===== config.mk =====
export PLATFORM = sky130hd
export DESIGN_NAME = fault_supervisor
export DESIGN_NICKNAME = d
export VERILOG_FILES = /design/src/fault_sup_pkg.sv /design/src/fault_supervisor.sv /design/src/oc_debounce.sv
export SDC_FILE = /design/constraint.sdc
export NUM_CORES = 1
export LEC_CHECK = 0
export BUFFER_PORTS_ARGS = -buffer_cell sky130_fd_sc_hd__buf_2
export CAP_MARGIN = 10
export CORE_UTILIZATION = 47
export DETAILED_ROUTE_END_ITERATION = 8
export GPL_TIMING_DRIVEN = 1
export PLACE_DENSITY = 0.71
export SETUP_SLACK_MARGIN = 0.2
export SLEW_MARGIN = 20
export SYNTH_ARGS = -nofsm -noshare
export SYNTH_HDL_FRONTEND = slang
export SYNTH_SLANG_ARGS = --single-unit

===== constraint.sdc =====
create_clock -name i_clk -period 2.9 [get_ports i_clk]
set_input_delay 0.29 -clock i_clk [delete_from_list [all_inputs] [get_ports i_clk]]
set_output_delay 0.29 -clock i_clk [all_outputs]
set_load 0.005 [all_outputs]

===== src/fault_sup_pkg.sv =====
// Package: constants for the converter fault supervisor
package fault_sup_pkg;
  // ==========================================================================
  // Register offsets
  localparam logic [7:0] COMMAND_OFS     = 8'h00;
  localparam logic [7:0] CONFIG_OFS      = 8'h04;
  localparam logic [7:0] ILIM_OFS        = 8'h08;
  localparam logic [7:0] CABLE_COMP_OFS  = 8'h0C;
  localparam logic [7:0] STATUS_OFS      = 8'h10;
  localparam logic [7:0] MASK_OFS        = 8'h14;
  localparam logic [7:0] REGISTER_A_OFS  = 8'h18;
  localparam logic [7:0] PROT_STATUS_OFS = 8'h1C;
  // ==========================================================================
  // Commands
  localparam logic [7:0] CMD_SOURCE_DEFAULT = 8'h77;
  localparam logic [7:0] CMD_DISABLE_SOURCE = 8'h66;
  // ==========================================================================
  // Status / mask bit positions
  localparam int SRC_OC_BIT   = 0;
  localparam int VENDOR_BIT   = 1;
  localparam int OC_TIMED_BIT = 2;
  localparam int OCP_BIT      = 3;
  localparam int GND_BIT      = 4;
  localparam int THERM_BIT    = 5;
  localparam int EVENT_COUNT  = 6;
  // Config bit positions
  localparam int LIM_EN_BIT   = 0;
  // ==========================================================================
  // Reset values
  localparam logic [7:0] ILIM_RESET  = 8'hFF;
  localparam logic [5:0] GAIN_RESET  = 6'h00;
  localparam logic [5:0] MASK_RESET  = 6'h3F;
  // ==========================================================================
  // Timing
  localparam int CLK_HZ          = 40_000_000;
  localparam int DEBOUNCE_MS     = 16;
  localparam int DEBOUNCE_CYCLES = CLK_HZ / 1000 * DEBOUNCE_MS;
  // ==========================================================================
  // Converter state
  typedef enum logic [1:0] {
    CONV_OFF   = 2'b00,
    CONV_ON    = 2'b01,
    CONV_FAULT = 2'b11,
    CONV_HOT   = 2'b10
  } conv_state_type;
endpackage


===== src/fault_supervisor.sv =====
// Converter fault supervisor with AXI4-Lite register slave
//
// The implementer's own choices: register access over AXI4-Lite and the address map.
`timescale 1ns/1ps
module fault_supervisor
  import fault_sup_pkg::*;
#(
  parameter int DEBOUNCE = DEBOUNCE_CYCLES
) (
  input  wire logic        i_clk,
  input  wire logic        i_rst_n,
  input  wire logic [7:0]  i_awaddr,
  input  wire logic        i_awvalid,
  output logic             o_awready,
  input  wire logic [31:0] i_wdata,
  input  wire logic [3:0]  i_wstrb,
  input  wire logic        i_wvalid,
  output logic             o_wready,
  output logic [1:0]       o_bresp,
  output logic             o_bvalid,
  input  wire logic        i_bready,
  input  wire logic [7:0]  i_araddr,
  input  wire logic        i_arvalid,
  output logic             o_arready,
  output logic [31:0]      o_rdata,
  output logic [1:0]       o_rresp,
  output logic             o_rvalid,
  input  wire logic        i_rready,
  input  wire logic        i_src_oc_cmp,
  input  wire logic        i_out_over_limit_cmp,
  input  wire logic        i_out_ocp_cmp,
  input  wire logic        i_gnd_high_cmp,
  input  wire logic        i_gnd_low_cmp,
  input  wire logic        i_therm_hot_cmp,
  input  wire logic        i_therm_cool_cmp,
  input  wire logic        i_high_voltage_enable_input,
  input  wire logic        i_input_undervoltage_lockout,
  output logic             o_conv_en,
  output logic             o_cc_mode_en,
  output logic             o_pulldown_en,
  output logic [5:0]       o_cable_gain,
  output logic [7:0]       o_current_limit,
  output logic             o_alert_n,
  output logic             o_irq
);
  // ==========================================================================
  // Pin synchronisers
  localparam int NSYNC = 9;
  logic [NSYNC-1:0] raw;
  logic [NSYNC-1:0] s1_q;
  logic [NSYNC-1:0] s2_q;
  assign raw = {i_src_oc_cmp, i_out_over_limit_cmp, i_out_ocp_cmp, i_gnd_high_cmp,
                i_gnd_low_cmp, i_therm_hot_cmp, i_therm_cool_cmp,
                i_high_voltage_enable_input, i_input_undervoltage_lockout};
  always_ff @(posedge i_clk or negedge i_rst_n) begin
    if (!i_rst_n) begin
      s1_q <= '0;
      s2_q <= '0;
    end else begin
      s1_q <= raw;
      s2_q <= s1_q;
    end
  end
  logic src_oc, over_lim, ocp, gnd_hi, gnd_lo, hot, cool, hv_on, lockout;
  assign {src_oc, over_lim, ocp, gnd_hi, gnd_lo, hot, cool, hv_on, lockout} = s2_q;

  // ==========================================================================
  // Register state
  logic       lim_en_q, lim_en_d;
  logic [7:0] ilim_q, ilim_d;
  logic [5:0] gain_q, gain_d;
  logic [5:0] mask_q, mask_d;
  logic [5:0] stat_q, stat_d;
  logic       mode_flag_q, mode_flag_d;
  logic       start_cmd, stop_cmd;
  logic [5:0] ev;
  logic [5:0] w1c;

  // ==========================================================================
  // AXI4-Lite write channel, address and data taken in either order
  logic        aw_hold_q, aw_hold_d, w_hold_q, w_hold_d, bvalid_q, bvalid_d;
  logic [7:0]  awaddr_q, awaddr_d;
  logic [31:0] wdata_q, wdata_d;
  logic [3:0]  wstrb_q, wstrb_d;
  logic [1:0]  bresp_q, bresp_d;
  logic        do_write;
  logic        wr_hit;
  assign o_awready = !aw_hold_q && !bvalid_q;
  assign o_wready  = !w_hold_q && !bvalid_q;
  always_comb begin
    aw_hold_d = aw_hold_q;
    w_hold_d  = w_hold_q;
    awaddr_d  = awaddr_q;
    wdata_d   = wdata_q;
    wstrb_d   = wstrb_q;
    bvalid_d  = bvalid_q;
    bresp_d   = bresp_q;
    do_write  = 1'b0;
    if (i_awvalid && o_awready) begin
      aw_hold_d = 1'b1;
      awaddr_d  = i_awaddr;
    end
    if (i_wvalid && o_wready) begin
      w_hold_d = 1'b1;
      wdata_d  = i_wdata;
      wstrb_d  = i_wstrb;
    end
    if (aw_hold_q && w_hold_q) begin
      do_write  = 1'b1;
      aw_hold_d = 1'b0;
      w_hold_d  = 1'b0;
      bvalid_d  = 1'b1;
      bresp_d   = wr_hit ? 2'b00 : 2'b10;
    end else if (bvalid_q && i_bready) begin
      bvalid_d = 1'b0;
    end
  end
  always_comb begin
    case (awaddr_q & 8'hFC)
      COMMAND_OFS, CONFIG_OFS, ILIM_OFS, CABLE_COMP_OFS, STATUS_OFS, MASK_OFS,
      REGISTER_A_OFS, PROT_STATUS_OFS: wr_hit = 1'b1;
      default: wr_hit = 1'b0;
    endcase
  end
  always_ff @(posedge i_clk or negedge i_rst_n) begin
    if (!i_rst_n) begin
      aw_hold_q <= 1'b0;
      w_hold_q  <= 1'b0;
      awaddr_q  <= 8'h00;
      wdata_q   <= 32'h0000_0000;
      wstrb_q   <= 4'h0;
      bvalid_q  <= 1'b0;
      bresp_q   <= 2'b00;
    end else begin
      aw_hold_q <= aw_hold_d;
      w_hold_q  <= w_hold_d;
      awaddr_q  <= awaddr_d;
      wdata_q   <= wdata_d;
      wstrb_q   <= wstrb_d;
      bvalid_q  <= bvalid_d;
      bresp_q   <= bresp_d;
    end
  end
  assign o_bvalid = bvalid_q;
  assign o_bresp  = bresp_q;

  // Register writes; only byte lane 0 carries fields
  logic wr_lane0;
  assign wr_lane0  = do_write && wstrb_q[0];
  assign start_cmd = wr_lane0 && (awaddr_q == COMMAND_OFS) && (wdata_q[7:0] == CMD_SOURCE_DEFAULT);
  assign stop_cmd  = wr_lane0 && (awaddr_q == COMMAND_OFS) && (wdata_q[7:0] == CMD_DISABLE_SOURCE);
  assign w1c       = (wr_lane0 && awaddr_q == STATUS_OFS) ? wdata_q[5:0] : 6'h00;

  // ==========================================================================
  // Converter state machine
  conv_state_type state_q, state_d;
  logic sourcing;
  logic src_oc_done, timed_oc_done;
  logic gnd_fault, ocp_fault, timed_fault;
  assign sourcing = (state_q == CONV_ON);
  assign gnd_fault = sourcing && (lim_en_q ? gnd_hi : gnd_lo);
  assign ocp_fault = sourcing && ocp;
  assign timed_fault = sourcing && timed_oc_done;
  always_comb begin
    state_d = state_q;
    case (state_q)
      CONV_OFF: begin
        if (start_cmd && !hot) begin
          state_d = CONV_ON;
        end
      end
      CONV_ON: begin
        if (stop_cmd) begin
          state_d = CONV_OFF;
        end else if (hot) begin
          state_d = CONV_HOT;
        end else if (ocp_fault || gnd_fault || timed_fault) begin
          state_d = CONV_FAULT;
        end
      end
      CONV_FAULT: begin
        if (start_cmd && !hot) begin
          state_d = CONV_ON;
        end else if (stop_cmd) begin
          state_d = CONV_OFF;
        end
      end
      CONV_HOT: begin
        if (stop_cmd) begin
          state_d = CONV_OFF;
        end else if (cool && hv_on && !lockout) begin
          state_d = CONV_ON;
        end
      end
      default: state_d = CONV_OFF;
    endcase
  end

  // ==========================================================================
  // Debounce timers
  // input OC debounce
  oc_debounce #(.CYCLES(DEBOUNCE)) u_src_oc (
    .i_clk   (i_clk),
    .i_rst_n (i_rst_n),
    .i_level (src_oc),
    .o_done  (src_oc_done)
  );
  oc_debounce #(.CYCLES(DEBOUNCE)) u_out_oc (
    .i_clk   (i_clk),
    .i_rst_n (i_rst_n),
    .i_level (sourcing && !lim_en_q && over_lim),
    .o_done  (timed_oc_done)
  );

  // ==========================================================================
  // Status, mask and config registers; set wins over clear
  logic cc_mode;
  assign ev[SRC_OC_BIT]   = src_oc_done;
  // vendor alert from unmasked input OC
  assign ev[VENDOR_BIT]   = stat_q[SRC_OC_BIT] && mask_q[SRC_OC_BIT];
  assign ev[OC_TIMED_BIT] = timed_fault;
  assign ev[OCP_BIT]      = ocp_fault;
  assign ev[GND_BIT]      = gnd_fault;
  assign ev[THERM_BIT]    = sourcing && hot;
  // CC only with enable and over threshold
  assign cc_mode = sourcing && lim_en_q && over_lim;
  always_comb begin
    lim_en_d = lim_en_q;
    ilim_d  = ilim_q;
    gain_d  = gain_q;
    mask_d  = mask_q;
    stat_d  = (stat_q & ~w1c) | ev;
    mode_flag_d = mode_flag_q | (cc_mode != o_cc_mode_en);
    if (wr_lane0 && awaddr_q == REGISTER_A_OFS && wdata_q[0]) begin
      mode_flag_d = (cc_mode != o_cc_mode_en);
    end
    if (wr_lane0) begin
      case (awaddr_q)
        CONFIG_OFS:     lim_en_d = wdata_q[LIM_EN_BIT];
        ILIM_OFS:       ilim_d  = wdata_q[7:0];
        CABLE_COMP_OFS: gain_d  = wdata_q[5:0];
        MASK_OFS:       mask_d  = wdata_q[5:0];
        default:        ;
      endcase
    end
  end
  logic cc_q;
  always_ff @(posedge i_clk or negedge i_rst_n) begin
    if (!i_rst_n) begin
      state_q     <= CONV_OFF;
      lim_en_q    <= 1'b0;
      ilim_q      <= ILIM_RESET;
      gain_q      <= GAIN_RESET;
      mask_q      <= MASK_RESET;
      stat_q      <= 6'h00;
      mode_flag_q <= 1'b0;
      cc_q        <= 1'b0;
    end else begin
      state_q     <= state_d;
      lim_en_q    <= lim_en_d;
      ilim_q      <= ilim_d;
      gain_q      <= gain_d;
      mask_q      <= mask_d;
      stat_q      <= stat_d;
      mode_flag_q <= mode_flag_d;
      cc_q        <= cc_mode;
    end
  end

  // ==========================================================================
  // Read channel, one cycle after acceptance
  logic        rvalid_q, rvalid_d;
  logic [31:0] rdata_q, rdata_d;
  logic [1:0]  rresp_q, rresp_d;
  assign o_arready = !rvalid_q;
  always_comb begin
    rvalid_d = rvalid_q;
    rdata_d  = rdata_q;
    rresp_d  = rresp_q;
    if (i_arvalid && o_arready) begin
      rvalid_d = 1'b1;
      rresp_d  = 2'b00;
      case (i_araddr & 8'hFC)
        COMMAND_OFS:     rdata_d = 32'h0000_0000;
        CONFIG_OFS:      rdata_d = {31'h0000_0000, lim_en_q};
        ILIM_OFS:        rdata_d = {24'h00_0000, ilim_q};
        CABLE_COMP_OFS:  rdata_d = {26'h000_0000, gain_q};
        STATUS_OFS:      rdata_d = {26'h000_0000, stat_q};
        MASK_OFS:        rdata_d = {26'h000_0000, mask_q};
        REGISTER_A_OFS:  rdata_d = {31'h0000_0000, mode_flag_q};
        PROT_STATUS_OFS: rdata_d = {28'h000_0000, state_q, o_pulldown_en, cc_q};
        default: begin
          rdata_d = 32'h0000_0000;
          rresp_d = 2'b10;
        end
      endcase
    end else if (rvalid_q && i_rready) begin
      rvalid_d = 1'b0;
    end
  end
  always_ff @(posedge i_clk or negedge i_rst_n) begin
    if (!i_rst_n) begin
      rvalid_q <= 1'b0;
      rdata_q  <= 32'h0000_0000;
      rresp_q  <= 2'b00;
    end else begin
      rvalid_q <= rvalid_d;
      rdata_q  <= rdata_d;
      rresp_q  <= rresp_d;
    end
  end
  assign o_rvalid = rvalid_q;
  assign o_rdata  = rdata_q;
  assign o_rresp  = rresp_q;

  // ==========================================================================
  // Outputs
  assign o_conv_en       = sourcing;
  assign o_pulldown_en   = !sourcing;
  assign o_cc_mode_en    = cc_q;
  assign o_cable_gain    = gain_q;
  assign o_current_limit = ilim_q;
  assign o_alert_n       = !(stat_q[VENDOR_BIT] && mask_q[VENDOR_BIT]);
  // Level interrupt from any unmasked sticky bit
  assign o_irq           = |(stat_q & mask_q);

  // ==========================================================================
  // Assertions
  cl_gate_a: assert property (@(posedge i_clk) disable iff (!i_rst_n)
    !lim_en_q |=> !o_cc_mode_en)
    else $error("cc mode entered while limit disabled");
  cc_enter_a: assert property (@(posedge i_clk) disable iff (!i_rst_n)
    (sourcing && lim_en_q && over_lim) |=> o_cc_mode_en)
    else $error("cc mode not entered above threshold");
  ocp_trip_a: assert property (@(posedge i_clk) disable iff (!i_rst_n)
    (sourcing && ocp && !stop_cmd && !hot) |=> !o_conv_en ##0 stat_q[OCP_BIT])
    else $error("fixed overcurrent did not turn off");
  gnd_select_a: assert property (@(posedge i_clk) disable iff (!i_rst_n)
    (sourcing && lim_en_q && gnd_hi && !stop_cmd && !hot) |=> state_q == CONV_FAULT)
    else $error("short to ground not acted on");
  pulldown_off_a: assert property (@(posedge i_clk) disable iff (!i_rst_n)
    o_pulldown_en == !o_conv_en)
    else $error("pulldown state wrong");
  alert_pin_a: assert property (@(posedge i_clk) disable iff (!i_rst_n)
    (stat_q[VENDOR_BIT] && mask_q[VENDOR_BIT]) |-> !o_alert_n)
    else $error("alert pin not low");
  vendor_set_a: assert property (@(posedge i_clk) disable iff (!i_rst_n)
    (stat_q[SRC_OC_BIT] && mask_q[SRC_OC_BIT]) |=> stat_q[VENDOR_BIT])
    else $error("vendor alert not set");
  fault_hold_a: assert property (@(posedge i_clk) disable iff (!i_rst_n)
    (state_q == CONV_FAULT && !start_cmd) |=> !o_conv_en)
    else $error("converter restarted without command");
  src_oc_wait_a: assert property (@(posedge i_clk) disable iff (!i_rst_n)
    $rose(stat_q[SRC_OC_BIT]) |-> $past(src_oc, 2))
    else $error("input overcurrent flag set without overcurrent");
endmodule


===== src/oc_debounce.sv =====
// Continuous-level debounce timer
`timescale 1ns/1ps
module oc_debounce
  import fault_sup_pkg::*;
#(
  parameter int CYCLES = DEBOUNCE_CYCLES
) (
  input  wire logic i_clk,
  input  wire logic i_rst_n,
  input  wire logic i_level,
  output logic      o_done
);
  localparam int W = $clog2(CYCLES + 1);
  initial begin
    if (CYCLES < 1) $error("CYCLES must be at least 1");
  end
  logic [W-1:0] count_q;
  logic [W-1:0] count_d;
  logic         done_q;
  logic         done_d;
  // ==========================================================================
  // Counter restarts on any drop of the level
  always_comb begin
    count_d = count_q;
    done_d  = 1'b0;
    if (!i_level) begin
      count_d = '0;
    end else if (count_q == W'(CYCLES)) begin
      done_d = 1'b1;
    end else begin
      count_d = count_q + W'(1);
    end
  end
  always_ff @(posedge i_clk or negedge i_rst_n) begin
    if (!i_rst_n) begin
      count_q <= '0;
      done_q  <= 1'b0;
    end else begin
      count_q <= count_d;
      done_q  <= done_d;
    end
  end
  assign o_done = done_q;
endmodule


* Word level (Yosys, flattened, before mapping)
Memory sizes are Yosys's and may differ from the RTL's.
Cells that the tools add are included.
** Word-level totals
- Register bits :: 148
- ROM bits :: 32
- Input bits :: 68
- Output and inout port bits :: 60
- Memories :: 1
** Memory list
- (no name shown) :: words 32, bits a word 1, rd ports 1, clocked after Yosys merged registers in 0, wr ports 0, RTL line fault_supervisor.sv:119 : case (awaddr_q & 8'hFC)
** Operators by class
- Add/subtract/negate cells :: 2
- Eq/ne operators :: 27
- Mux-type cells :: 33
- Bitwise logic cells :: 5
- Reductions and logical operators :: 54
** Operator list (number)
- $mux 20 :: 4
- $pmux 8 s7 :: 1
- $add 20x1->20 const B :: 2
- $eq 20x20->1 const B :: 2
- $logic_and 1x1->1 :: 28
- $eq 6x3->1 const B :: 4
- $eq 8x5->1 const B :: 3
- $mux 2 :: 10
- $eq 8x4->1 const B :: 2
- $eq 8x7->1 const B :: 2
- $logic_not 8->1 :: 2
- $mux 1 :: 16
- $and 6x6->6 :: 2
- $eq 6x2->1 const B :: 2
- $logic_not 1->1 :: 9
- $eq 8x3->1 const B :: 1
- $pmux 2 s4 :: 1
- $reduce_and 2->1 :: 4
- $reduce_bool 2->1 :: 4
- $reduce_or 8->1 :: 1
- $eq 6x1->1 const B :: 1
- $mux 6 :: 1
- $ne 2x2->1 const B :: 3
- $ne 3x3->1 const B :: 2
- other kinds (12) :: 14

* Longest topological paths before layout
- Word-level depth :: 8
- Gate-level depth with buffers :: 6

* By module
From an unflattened synthesis, not the netlist that was laid out.
** Unflattened totals
- Cell total of the unflattened synthesis :: 534
- Area total of the unflattened synthesis :: 5758.0 µm²
** By module, submodules not included
- fault_supervisor :: instances 1, cells each 294, area each 3530.9 µm²
- oc_debounce :: instances 2, cells each 120, area each 1113.6 µm²

* Worst setup path after synthesis
OpenSTA, ideal clock, no wires.
- Path kind :: flip-flop to flip-flop
- Start point :: reg awaddr_q[5]
- End point :: reg mask_q[0]
- Arrival :: 1.777 ns
- Data required time :: 2.818 ns
- Slack :: 1.041 ns
- Cell stages (with the launch flop) :: 6
- Buffers on the path :: 1
- Cells stage by stage :: dfrtp_1 > or3_1 > nor4_4 > and3_1 > buf_2 > mux2_2
** On the way
- Word-level cells in the longest chain between the ends :: 2
** Ends and longest elaborated chain
- start: declaration :: RTL line fault_supervisor.sv:82 : logic [7:0] awaddr_q, awaddr_d;
- start signal: assignment :: RTL line fault_supervisor.sv:137 : awaddr_q <= awaddr_d;
- $eq 8x5->1 :: RTL line fault_supervisor.sv:238 : case (awaddr_q)
- $reduce_and 2->1 (no source line)
- end signal: assignment :: RTL line fault_supervisor.sv:263 : mask_q <= mask_d;
- end: declaration :: RTL line fault_supervisor.sv:72 : logic [5:0] mask_q, mask_d;
No other way between the ends.
A chain may end at the register's enable or synchronous reset.

* Worst setup path after layout
- Start point :: reg awaddr_q[1]
- End point :: reg mask_q[4]
The elaborated chain is that of the path after synthesis.

==> flow_summary.yaml <==
clocking:
  clockBufferDepth: 2
  hold_buffers: 10
  cts_buffers: 17
  cts_tree: "done"
  clkLatencyLatePin_ps: 410
  h-tree-depth: 4
  clock-sinks: 122
  cts_setup_buffers: 0
  clkTransAtPathRegs_ps: 50
  root_buffer: "clkbuf_16"
  ctsResizeCount: 0
yosys:
  yosysSeqAreaShare_pct: 53.98
  yosys.area.top_type: "dfrtp_1"
  syn_avg_cell_area_um2: 11.00
  synth-edff-count: 0
  synth_top_flop_cell: "dfrtp_1"
  netlist_instances: 517
  synth_top_area_share_pct: 47.51
  synth_area_mm2: 0.005688
  ys_async_sr_fraction_pct: 100.0
  yosysWarnings: 0
  yosys-top-cells-area: "dfrtp_1, mux2_2, dfstp_2, buf_4, nand2_1"
  synth_common_cells: "dfrtp_1, mux2_2, nand2_1, nor2_1, buf_4"
  synth_most_common_cell: "dfrtp_1"
  yosys_register_bits: 122
  synth_cell_types: 52
setup_path:
  crit_chain: "or3b_2 > nor4_4 > and3_1 > mux2_2"
  required_ps: 3230
  crit_path_end_kind: "flop"
  arrival_ps: 2480
  worstSetupPathType: "reg2reg"
  cp_max_fo: 7
  critPathTopFamily: "simple AND/OR/NAND/NOR gates"
  path_buf_inv: 0
  slowest_stage: "or3b_2"
  cpPeakStageDelay_ps: 520
  crit_path_start_kind: "flop"
timing:
  setup_violations: 0
  max_slew_margin_pct: 56.88
  rsz0062_at_grt: "no"
  setup_tns_ps: 0
  hold_viol: 0
  finClkSkew_ps: 6.960
  fin_crit_sh_pct: 74.01
  fmaxAchievable_mhz: 465.9
  tightest_slew_ps: 646.1
  min_period_ps: 2146
  drv_slew: 0
grt:
  grt_usage_pct: 20.34
  grt_pass1_wl_um: 20140
  grt_max_degree: 86
  grt_pass1_vias: 4155
  antenna_found_initial: 0
  overflow: 0
floorplanning:
  die-area_mm2: 0.01255
  pin_count: 128
  die_w_um: 112.0
  start_util_pct: 48.98
  coreArea_mm2: 0.01161
  rows: 39
  die_h_um: 112.0
min_path:
  min_path_type: "in2reg"
placed_design:
  placed_area_mm2: 0.006105
  gp_congestion: 0.8584
  hpwl_um: 8234
  portBuffers: 72
drt:
  routed_via_density: 5.612
  wire_per_inst_um: 15.68
  antenna_left: 0
  via_count: 4265
  drc: 11
  routed_wl_um: 11920
  dr.first_iter.drc_count: 322
  dr.pass1.iters: 9
outcome:
  status: "finished, violations left"
  failed_checks: "DRC"
run:
  max-cap-violations: 0
power_and_ir_drop:
  power.leakage_nw: 3.012
  powerDensity_mw_per_mm2: 718.7
  ir_worst_vdd_uv: 327.7
finish:
  syn2layout_area_growth_pct: 20.22
  diodes: 0
  layout.nets: 676
  fin_area_mm2: 0.006838
  drive_above_1_share_pct: 27.07
## state kept, by name (all words and copies together), names as in the netlist, 2 cells and up
register,cells
awaddr_q,8
mask_q,6
o_cable_gain,6
o_current_limit,8
o_rdata,8
s1_q,9
s2_q,9
stat_q,6
state_q,2
u_out_oc.count_q,20
u_src_oc.count_q,20
wdata_q,8
## layout make-up
type	instances	area, µm²
Clock buffer	22	494.2
Fill cell	940	4776
Clock inverter	10	138.9
Multi-Input combinational cell	359	2382
Tap cell	143	178.9
Inverter	18	67.56
Timing Repair Buffer	86	505.5
Sequential cell	122	3070
## stage by stage
step	std cells	util, %	power [W]	worst slack (ps)	hold slack, ps
after floorplan	542	-	0.002493	1041	-5.591
after global placement	718	52.56	0.002689	819.2	281.1
after detailed placement	718	52.56	0.002722	755.6	289.1
after CTS	760	58.88	0.004947	729.4	46.05
after global routing	760	58.88	0.005113	622.1	46.18
final	760	58.88	0.004915	753.6	56.93
## worst register-to-register path, stage by stage (launching register included)
cell and delay [ps]:
dfrtp_1 400, or3b_2 520, nor4_4 350, and3_1 410, mux2_2 380
## cells by family after synthesis
kind of cell	synth area share [%]
xor+xnor	3.080
flops	53.98
other cells	0.06593
fa+ha+maj	0.8799
buf+inv	5.785
simple gates	17.73
mux	9.547
compound gates	8.931
## metal layers
metal  wire, µm  GRT usage [%]  vias to the layer above
met2       5896          33.50                      162
met5          0              0                        -
met4        128          6.311                        0
met3        752          6.317                       15
met1       5142          25.77                     2086
li1           -              -                     2002
## cell usage in the layout, fill, tap and decap left out, types with 5 or more instances in the layout
master	synthesis	routed
nand3_1	17	17
xor2_1	9	9
nand2b_1	6	6
nor4_1	10	10
dfrtp_1	108	108
buf_2	2	71
a21oi_1	20	20
mux2_2	40	40
o21ai_0	22	22
clkbuf_8	0	5
nor2_1	28	28
nor3_1	12	12
or3_1	15	15
nand2_1	36	36
xnor2_1	11	11
a22oi_1	5	5
o31ai_1	6	6
a22o_1	5	5
conb_1	1	26
dlygate4sd3_1	0	10
or4_1	10	10
and3_1	5	5
nor2b_1	8	8
inv_1	18	18
dfstp_2	14	14
nand4_1	12	12
clkbuf_16	0	17
mux2i_1	7	7
## where the power goes
group          switching [W]  total, W  leakage (nW)  internal, W
sequential          0.000240   0.00215          1.56      0.00191
clock               0.000740   0.00220         0.300      0.00146
combinational       0.000259  0.000557          1.16     0.000298
## path summary, 6_finish.rpt
kind,slack [ps],cells past startpoint,endpoint,start
worst max-delay path,750,4,mask_q[4],awaddr_q[1]
worst min-delay path,60,2,o_bvalid,i_bready
worst max register to register,750,4,mask_q[4],awaddr_q[1]
worst min register to register,350,0,s2_q[7],s1_q[7]
max in group asynchronous,1690,3,mask_q[2],i_rst_n
min in group asynchronous,400,2,wdata_q[2],i_rst_n
(Power assumes the default switching activity.)
